===== src/core/pcs_pkg.sv =====
/*
 pcs_pkg: constants and carrier types for the program counter and
 return stack. Assumes a single core clock domain.
*/
package pcs_pkg;
   localparam int PC_W = 13;
   localparam int LOW_W = 8;
   localparam int HIGH_W = 5;
   localparam int JUMP_W = 11;
   localparam int PAGE_LSB = 3;
   localparam int STACK_DEPTH = 8;
   localparam int SP_W = 3;
   localparam logic [12:0] PC_RESET = 13'h0000;
   localparam logic [12:0] INT_VECTOR = 13'h0004;
   localparam logic [12:0] PC_ONE = 13'h0001;
   localparam logic [7:0] LATCH_RESET = 8'h00;
   localparam logic [2:0] SP_RESET = 3'h0;
   localparam logic [2:0] SP_ONE = 3'h1;

   // one-hot-ish command from the decoder, one per core cycle
   typedef struct packed {
      logic advance;
      logic low_write;
      logic [7:0] low_data;
      logic latch_write;
      logic [7:0] latch_data;
      logic call;
      logic jump;
      logic [10:0] target;
      logic ret;
      logic irq;
   } pcs_cmd_s;
endpackage : pcs_pkg


===== src/core/pcs_stack.sv =====
/*
 pcs_stack: eight-entry circular return-address storage.
 Assumes push and pop are never asserted in the same cycle.
*/
`timescale 1ns/10ps
module pcs_stack
   import pcs_pkg::*;
#(
   parameter int DEPTH = STACK_DEPTH
) (
   input wire logic clk_sys,
   input wire logic rst_n,
   input wire logic push,
   input wire logic pop,
   input wire logic [12:0] push_data,
   output logic [12:0] top_data
);
   logic [SP_W-1:0] sp_r;
   logic [SP_W-1:0] sp_nxt;
   logic [SP_W-1:0] top_idx;
   logic [12:0] mem_r [DEPTH];

   // pointer names the next free slot; wraps silently both ways
   assign top_idx = sp_r - SP_ONE;
   assign top_data = mem_r[top_idx];
   assign sp_nxt = push ? sp_r + SP_ONE : (pop ? top_idx : sp_r);

   always_ff @(posedge clk_sys or negedge rst_n) begin
      if (!rst_n) begin
         sp_r <= SP_RESET;
      end else begin
         sp_r <= sp_nxt;
      end
   end

   genvar gi;
   generate
      for (gi = 0; gi < DEPTH; gi++) begin : g_ent
         always_ff @(posedge clk_sys or negedge rst_n) begin
            if (!rst_n) begin
               mem_r[gi] <= PC_RESET;
            end else if (push && sp_r == SP_W'(gi)) begin
               mem_r[gi] <= push_data;
            end
         end
      end
   endgenerate

   ptr_wrap_a: assert property (
      @(posedge clk_sys) disable iff (!rst_n)
      push |=> sp_r == $past(sp_r) + SP_ONE)
      else $error("stack pointer did not advance on push");
endmodule : pcs_stack


===== src/core/pcs_top.sv =====
/*
 pcs_top: 13-bit program counter, low byte register, high holding
 latch and return stack. Assumes the decoder issues at most one of
 call, jump, ret, irq, low_write per cycle and never irq with call.
*/
`timescale 1ns/10ps
module pcs_top
   import pcs_pkg::*;
(
   input wire logic clk_sys,
   input wire logic rst_b,
   input wire pcs_cmd_s cmd,
   output logic [12:0] pc_addr,
   output logic [7:0] pc_low_byte_reg,
   output logic [7:0] pc_high_holding_latch
);
   logic rst_s1_r;
   logic rst_n;
   logic [12:0] pc_r;
   logic [12:0] pc_nxt;
   logic [7:0] latch_r;
   logic [7:0] latch_nxt;
   logic [12:0] pc_inc;
   logic [12:0] ret_addr;
   logic [12:0] low_load;
   logic [12:0] far_load;
   logic [12:0] pop_data;
   logic do_push;
   logic do_pop;
   logic no_load;

   always_ff @(posedge clk_sys or negedge rst_b) begin
      if (!rst_b) begin
         rst_s1_r <= 1'b0;
         rst_n <= 1'b0;
      end else begin
         rst_s1_r <= 1'b1;
         rst_n <= rst_s1_r;
      end
   end

   // wraps at top of 8K space
   assign pc_inc = pc_r + PC_ONE;
   // pc_r already points past the call/interrupted instruction
   assign ret_addr = pc_r;
   // full upper bits from latch on low write, only page bits 4:3 on call/jump; no carry into upper bits
   assign low_load = {latch_r[HIGH_W-1:0], cmd.low_data};
   assign far_load = {latch_r[HIGH_W-1:PAGE_LSB], cmd.target};
   // push sources; a refused call or return must not move the stack
   assign do_push = cmd.irq | (cmd.call & ~cmd.ret);
   assign do_pop = cmd.ret & ~cmd.irq;
   // no source but advance may move the counter
   assign no_load = ~(cmd.irq | cmd.ret | cmd.call | cmd.jump | cmd.low_write);
   assign latch_nxt = cmd.latch_write ? cmd.latch_data : latch_r;

   always_comb begin
      pc_nxt = pc_r;
      if (cmd.irq) begin
         pc_nxt = INT_VECTOR;
      end else if (cmd.ret) begin
         pc_nxt = pop_data;
      end else if (cmd.call || cmd.jump) begin
         pc_nxt = far_load;
      end else if (cmd.low_write) begin
         pc_nxt = low_load;
      end else if (cmd.advance) begin
         pc_nxt = pc_inc;
      end
   end

   always_ff @(posedge clk_sys or negedge rst_n) begin
      if (!rst_n) begin
         pc_r <= PC_RESET;
         latch_r <= LATCH_RESET;
      end else begin
         pc_r <= pc_nxt;
         latch_r <= latch_nxt;
      end
   end

   // upper bits only visible as address, never as a byte
   always_ff @(posedge clk_sys or negedge rst_n) begin
      if (!rst_n) begin
         pc_addr <= PC_RESET;
         pc_low_byte_reg <= PC_RESET[LOW_W-1:0];
         pc_high_holding_latch <= LATCH_RESET;
      end else begin
         pc_addr <= pc_nxt;
         pc_low_byte_reg <= pc_nxt[LOW_W-1:0];
         pc_high_holding_latch <= latch_nxt;
      end
   end

   // pointer is internal, no flags leave the stack
   pcs_stack #(
      .DEPTH(STACK_DEPTH)
   ) u_stack (
      .clk_sys(clk_sys),
      .rst_n(rst_n),
      .push(do_push),
      .pop(do_pop),
      .push_data(ret_addr),
      .top_data(pop_data)
   );

   // full 13-bit address, software owns page selection


   low_load_a: assert property (
      @(posedge clk_sys) disable iff (!rst_n)
      cmd.low_write && !cmd.irq && !cmd.ret && !cmd.call && !cmd.jump
      |=> pc_r == {$past(latch_r[4:0]), $past(cmd.low_data)})
      else $error("low byte write loaded wrong address");

   far_page_a: assert property (
      @(posedge clk_sys) disable iff (!rst_n)
      (cmd.call || cmd.jump) && !cmd.irq && !cmd.ret
      |=> pc_r[12:11] == $past(latch_r[4:3])
          && pc_r[10:0] == $past(cmd.target))
      else $error("call or jump target wrong");

   irq_vector_a: assert property (
      @(posedge clk_sys) disable iff (!rst_n)
      cmd.irq |=> pc_r == 13'h0004)
      else $error("interrupt did not vector");

   call_ret_a: assert property (
      @(posedge clk_sys) disable iff (!rst_n)
      cmd.call && !cmd.irq && !cmd.ret ##1 (cmd.ret && !cmd.irq)
      |=> pc_r == $past(pc_r, 2))
      else $error("return did not restore address");

   latch_keep_a: assert property (
      @(posedge clk_sys) disable iff (!rst_n)
      !cmd.latch_write |=> $stable(latch_r))
      else $error("holding latch changed without write");

   pc_wrap_a: assert property (
      @(posedge clk_sys) disable iff (!rst_n)
      cmd.advance && !cmd.irq && !cmd.ret && !cmd.call && !cmd.jump
      && !cmd.low_write |=> pc_r == $past(pc_r) + 13'h0001)
      else $error("increment wrong");

   pc_reset_a: assert property (
      @(posedge clk_sys)
      !rst_n |-> pc_r == 13'h0000 && pc_addr == 13'h0000)
      else $error("counter not cleared in reset");

   low_mirror_a: assert property (
      @(posedge clk_sys) disable iff (!rst_n)
      pc_low_byte_reg == pc_r[7:0] && pc_addr == pc_r)
      else $error("low byte output out of step");

   rst_sync_a: assert property (
      @(posedge clk_sys)
      !rst_s1_r |=> !rst_n)
      else $error("internal reset released too early");

   out_reset_a: assert property (
      @(posedge clk_sys)
      !rst_n |-> pc_low_byte_reg == 8'h00 && pc_high_holding_latch == 8'h00)
      else $error("byte outputs not cleared in reset");

   stack_reset_a: assert property (
      @(posedge clk_sys)
      !rst_n |-> pop_data == 13'h0000)
      else $error("stack top not cleared in reset");

   pc_hold_a: assert property (
      @(posedge clk_sys) disable iff (!rst_n)
      no_load && !cmd.advance |=> pc_r == $past(pc_r))
      else $error("counter moved with no command");

   upper_only_a: assert property (
      @(posedge clk_sys) disable iff (!rst_n)
      no_load && !(cmd.advance && pc_r[7:0] == 8'hFF)
      |=> pc_r[12:8] == $past(pc_r[12:8]))
      else $error("upper counter bits moved without a load");

   latch_mirror_a: assert property (
      @(posedge clk_sys) disable iff (!rst_n)
      pc_high_holding_latch == latch_r)
      else $error("holding latch output out of step");

   latch_load_a: assert property (
      @(posedge clk_sys) disable iff (!rst_n)
      cmd.latch_write |=> latch_r == $past(cmd.latch_data))
      else $error("holding latch write lost");

   low_byte_a: assert property (
      @(posedge clk_sys) disable iff (!rst_n)
      cmd.low_write && !cmd.irq && !cmd.ret && !cmd.call && !cmd.jump
      |=> pc_low_byte_reg == $past(cmd.low_data))
      else $error("low byte output not the written value");

   low_upper_a: assert property (
      @(posedge clk_sys) disable iff (!rst_n)
      cmd.low_write && !cmd.irq && !cmd.ret && !cmd.call && !cmd.jump
      |=> pc_addr[12:8] == $past(pc_high_holding_latch[4:0]))
      else $error("upper bits not taken from latch on low write");

   far_upper_a: assert property (
      @(posedge clk_sys) disable iff (!rst_n)
      (cmd.call || cmd.jump) && !cmd.irq && !cmd.ret
      |=> pc_addr[12:11] == $past(pc_high_holding_latch[4:3]))
      else $error("page bits not taken from latch");

   call_push_a: assert property (
      @(posedge clk_sys) disable iff (!rst_n)
      cmd.call && !cmd.irq && !cmd.ret |=> pop_data == $past(pc_r))
      else $error("call did not push return address");

   irq_push_a: assert property (
      @(posedge clk_sys) disable iff (!rst_n)
      cmd.irq |=> pop_data == $past(pc_r))
      else $error("interrupt did not push return address");

   jump_nopush_a: assert property (
      @(posedge clk_sys) disable iff (!rst_n)
      cmd.jump && !cmd.call && !cmd.irq && !cmd.ret
      |=> pop_data == $past(pop_data))
      else $error("jump moved the stack");

   ret_pop_a: assert property (
      @(posedge clk_sys) disable iff (!rst_n)
      cmd.ret && !cmd.irq |=> pc_r == $past(pop_data))
      else $error("return did not load stack top");

   irq_ret_a: assert property (
      @(posedge clk_sys) disable iff (!rst_n)
      cmd.irq ##1 (cmd.ret && !cmd.irq) |=> pc_r == $past(pc_r, 2))
      else $error("interrupt return did not restore address");

   ret_upper_a: assert property (
      @(posedge clk_sys) disable iff (!rst_n)
      cmd.call && !cmd.irq && !cmd.ret
      ##1 (cmd.latch_write && !cmd.call && !cmd.irq && !cmd.ret)
      ##1 (cmd.ret && !cmd.irq) |=> pc_r == $past(pc_r, 3))
      else $error("return took upper bits from the latch");

   ret_latch_a: assert property (
      @(posedge clk_sys) disable iff (!rst_n)
      cmd.ret && !cmd.latch_write
      |=> pc_high_holding_latch == $past(pc_high_holding_latch))
      else $error("return changed the holding latch");

   push_latch_a: assert property (
      @(posedge clk_sys) disable iff (!rst_n)
      (cmd.call || cmd.irq) && !cmd.latch_write
      |=> pc_high_holding_latch == $past(pc_high_holding_latch))
      else $error("push changed the holding latch");

   inc_wrap_a: assert property (
      @(posedge clk_sys) disable iff (!rst_n)
      cmd.advance && no_load && pc_r == 13'h1FFF
      |=> pc_r == 13'h0000)
      else $error("increment did not wrap to zero");

   inc_carry_a: assert property (
      @(posedge clk_sys) disable iff (!rst_n)
      cmd.advance && no_load && pc_r[7:0] == 8'hFF
      |=> pc_r[12:8] == $past(pc_r[12:8]) + 5'h01)
      else $error("increment did not carry into upper bits");

   call_cov_c: cover property (@(posedge clk_sys) disable iff (!rst_n)
      cmd.call ##[1:20] cmd.ret);
   irq_cov_c: cover property (@(posedge clk_sys) disable iff (!rst_n)
      cmd.irq ##[1:20] cmd.ret);
   wrap_cov_c: cover property (@(posedge clk_sys) disable iff (!rst_n)
      pc_r == 13'h1FFF && cmd.advance);
   low_cov_c: cover property (@(posedge clk_sys) disable iff (!rst_n)
      cmd.low_write);
   page_cov_c: cover property (@(posedge clk_sys) disable iff (!rst_n)
      cmd.jump && latch_r[4:3] != 2'b00);
endmodule : pcs_top

===== config.mk =====
export PLATFORM = sky130hd
export DESIGN_NAME = pcs_top
export DESIGN_NICKNAME = d
export VERILOG_FILES = /design/src/core/pcs_pkg.sv /design/src/core/pcs_stack.sv /design/src/core/pcs_top.sv
export SDC_FILE = /design/constraint.sdc
export NUM_CORES = 1
export LEC_CHECK = 0
export BUFFER_PORTS_ARGS = -buffer_cell sky130_fd_sc_hd__buf_2
export CAP_MARGIN = 20
export CELL_PAD_IN_SITES_DETAIL_PLACEMENT = 0
export CELL_PAD_IN_SITES_GLOBAL_PLACEMENT = 1
export CORE_UTILIZATION = 48
export DETAILED_ROUTE_END_ITERATION = 10
export GPL_TIMING_DRIVEN = 0
export PLACE_DENSITY = 0.87
export SKIP_LAST_GASP = 1
export SLEW_MARGIN = 20
export SYNTH_ARGS = -nofsm -noshare
export SYNTH_HDL_FRONTEND = slang
export SYNTH_HIERARCHICAL = 1
export SYNTH_SLANG_ARGS = --single-unit

===== constraint.sdc =====
create_clock -name clk_sys -period 4.5 [get_ports clk_sys]
set_clock_uncertainty 0.2 [all_clocks]
set_input_delay 0.225 -clock clk_sys [delete_from_list [all_inputs] [get_ports clk_sys]]
set_output_delay 0.225 -clock clk_sys [all_outputs]
set_load 0.05 [all_outputs]

==> impl_metrics.tcl <==
set metrics [dict create \
    run_status "complete, no violations" \
    synth_nets 611 \
    wire_per_inst_um 20.4 \
    htree_levels 4 \
    drv_slew 0 \
    place.gp.congestion 0.893 \
    viasPerCell 6.02 \
    post_cts_buffers 0 \
    relSlewSlack_pct 54.0 \
    drv_cap 0 \
    period_share_pct 92.3 \
    p_sw_share_pct 41.9 \
    finalHoldViolCount 0 \
    async_reset_ff_share_pct 100 \
    multi_input_area_mm2 0.00316 \
    dieArea_mm2 0.0145 \
    place_hpwl_um 12300 \
    p_comb_share_pct 45.9 \
    fillerInstances 1136 \
    synthesis.area_mm2 0.00673 \
    cts-resized-gates 0 \
    dr.first_iter.drc_count 503 \
    clock_path_buffers 2 \
    grt_util_all_layers_pct 25.7 \
    antenna_found_initial 0 \
    start_util_pct 50.0 \
    power_w 0.00646 \
    p_int_w 0.00375 \
    fin_crit_ns 4.15 \
    grt_pass1_vias 5187 \
    cts_sinks 130 \
    drive_gt1_share_pct 36.2 \
    start_kind "flop" \
    ant_nets 0 \
    pwr-share-clk_pct 21.9 \
    fmaxAchievable_mhz 241 \
    syn_area_per_cell_um2 11.9 \
    largest_reg_flops 104 \
    setup_ws_ns 0.348 \
    p_leak_nw 3.77 \
    clk_latency_ns 0.43 \
    critPathCaptureType "flop" \
    drc 0 \
    regArea_mm2 0.00326 \
    ys_seq_area_share_pct 48.3 \
    tightest_slew_ns 0.690 \
    die_h_um 120 \
    placementRows 42 \
    core_mm2 0.0135 \
    hold_buffers 20 \
    grt_pass1_wl_um 27900 \
    critPathArrivalTime_ns 4.29 \
    diodes 0 \
    finalSetupViolations 0 \
    synth_edf_count 0 \
    port_buffers 62 \
    io_pins 65 \
    crit_type "reg -> reg" \
    switching_power_w 0.00271 \
    yosys_warnings 6 \
    area_delta_synth_final_pct 20.7 \
    cts_tree "built" \
    cts-root-buf "clkbuf_16" \
    synthFlopType "dfrtp_1" \
    cts_buffers 17 \
    synth_cell_type_count 57 \
    grt_overflow 0 \
    fp.dieW_um 120 \
    cp.required_ns 4.64 \
    nNetsFinal 714 \
    peakVddDrop_uv 591 \
    power_density_mw_per_mm2 795 \
    route.vias.total 5175 \
    hold_path.class "in -> reg" \
    cp_max_fo 10 \
    seqPwrFrac_pct 32.2 \
    dr.pass1.iters 5 \
    ys_ff_latch 130 \
    grt_max_degree 51 \
    pre_cts_ws_ns 0.611 \
    synthCells 567 \
    rsz0062_at_grt "no" \
    clk_pin_slew_ns 0.06 \
    drt_wl_total_um 17500 \
]
power by group through the flow:
stage          clock network (W)  logic [W]  registers (W)
3_3_place_gp                   0    0.00278        0.00207
2_1_floorplan                  0    0.00195        0.00214
5_1_grt                  0.00149    0.00313        0.00215
3_5_place_dp                   0    0.00287        0.00210
4_1_cts                  0.00144    0.00292        0.00208
6_report                 0.00141    0.00296        0.00208
logic make-up (layout without fill, tap and decap cells):
| kind of cell | after synthesis | count (layout) | share of synthesized area, % |
|---|---|---|---|
| flops | 130 | 130 | 48.3 |
| other cells | 1 | 1 | 0.0557 |
| fa+ha+maj | 8 | 8 | 1.49 |
| compound gates | 88 | 88 | 9.91 |
| mux | 142 | 142 | 23.2 |
| xor+xnor | 7 | 7 | 1.13 |
| buf+inv | 59 | 175 | 4.74 |
| simple gates | 132 | 132 | 11.1 |
worst paths after layout:
check                                startpoint            endpoint  slack [ns]  cells past startpoint
worst max register to register  u_stack/sp_r[0]  pc_low_byte_reg[7]        0.35                     12
worst min-delay path                    cmd[28]  pc_low_byte_reg[4]        0.03                      4
max in group asynchronous                 rst_n   u_stack/mem_r[66]        3.36                      1
worst max-delay path            u_stack/sp_r[0]  pc_low_byte_reg[7]        0.35                     12
worst min register to register            rst_n   u_stack/mem_r[99]        0.10                      0
min in group asynchronous                 rst_n   u_stack/mem_r[99]        0.10                      0
worst max-delay path, cell delays in order, from the launching register on:
cell       delay (ns)
dfrtp_1          0.39
buf_2            0.20
buf_2            0.32
buf_2            0.30
inv_1            0.12
ha_1             0.41
clkbuf_1         0.47
a2111oi_0        0.16
nor4_1           0.62
inv_1            0.09
a221oi_1         0.43
o211ai_1         0.17
o21ai_0          0.18
Yosys cell counts, types with 2 or more instances:
cell type / instances / area share [%]
and3_1: 29 / 2.7
a22o_1: 2 / 0.26
or3_1: 3 / 0.28
or2_2: 2 / 0.19
o22ai_1: 2 / 0.19
mux2_2: 112 / 19
a21oi_1: 7 / 0.52
nor3_1: 5 / 0.37
o21a_1: 2 / 0.22
buf_6: 3 / 0.50
a22oi_1: 3 / 0.33
xnor2_1: 3 / 0.39
nand4_1: 3 / 0.28
o31ai_1: 3 / 0.33
xor2_1: 2 / 0.26
nor4_1: 16 / 1.5
nor2_1: 10 / 0.56
buf_2: 12 / 0.89
a211oi_1: 4 / 0.45
a31oi_1: 5 / 0.46
a2111oi_0: 24 / 3.1
nor2b_1: 29 / 2.7
mux2i_1: 30 / 4.5
o221ai_1: 2 / 0.26
buf_4: 15 / 1.7
dfrtp_1: 130 / 48
a2111oi_1: 2 / 0.30
a221oi_1: 5 / 0.65
o21ai_0: 12 / 0.89
ha_1: 8 / 1.5
clkbuf_1: 16 / 0.89
inv_1: 12 / 0.67
nand3_1: 9 / 0.67
nand2_1: 19 / 1.1
a21o_1: 4 / 0.45
cells in the final DEF (no fill, tap or decap), drive strengths merged, types with 16 or more instances in the layout:
cell,synthesis,layout
mux2i,30,30
buf,30,94
dlygate4sd3,0,20
and3,29,29
a2111oi,26,26
nor4,16,16
nor2b,29,29
nand2,19,19
mux2,112,112
clkbuf,17,34
dfrtp,130,130
layout make-up:
| class | count | area share (%) |
|---|---|---|
| tap | 176 | 2.71 |
| multi-input combinational | 378 | 38.9 |
| sequential | 130 | 40.1 |
| timing repair buffer | 84 | 6.87 |
| clock buffer | 17 | 5.24 |
| inverter | 12 | 0.555 |
| clock inverter | 15 | 2.25 |
| buffer | 47 | 3.37 |
layer usage:
| layer | GRT usage [%] | vias to the layer above | wire length (µm) |
|---|---|---|---|
| met2 | 41.5 | 194 | 8680 |
| met3 | 6.60 | 31 | 975 |
| met4 | 8.18 | 0 | 300 |
| met5 | 0 | - | 0 |
| li1 | - | 2314 | - |
| met1 | 33.9 | 2636 | 7550 |
through the flow:
stage	std cells	util, %	hold WS [ns]	TNS [ns]	area [µm²]
global placement	805	54.0	-0.189	-108.70	7260
CTS	859	60.4	0.0123	0	8120
finish	859	60.4	0.0309	0	8120
detailed placement	807	54.4	-0.189	0	7310
floorplan	567	-	-0.271	0	6730
global route	859	60.4	0.0402	0	8120
No activity file was read; power rests on OpenSTA's default activity.
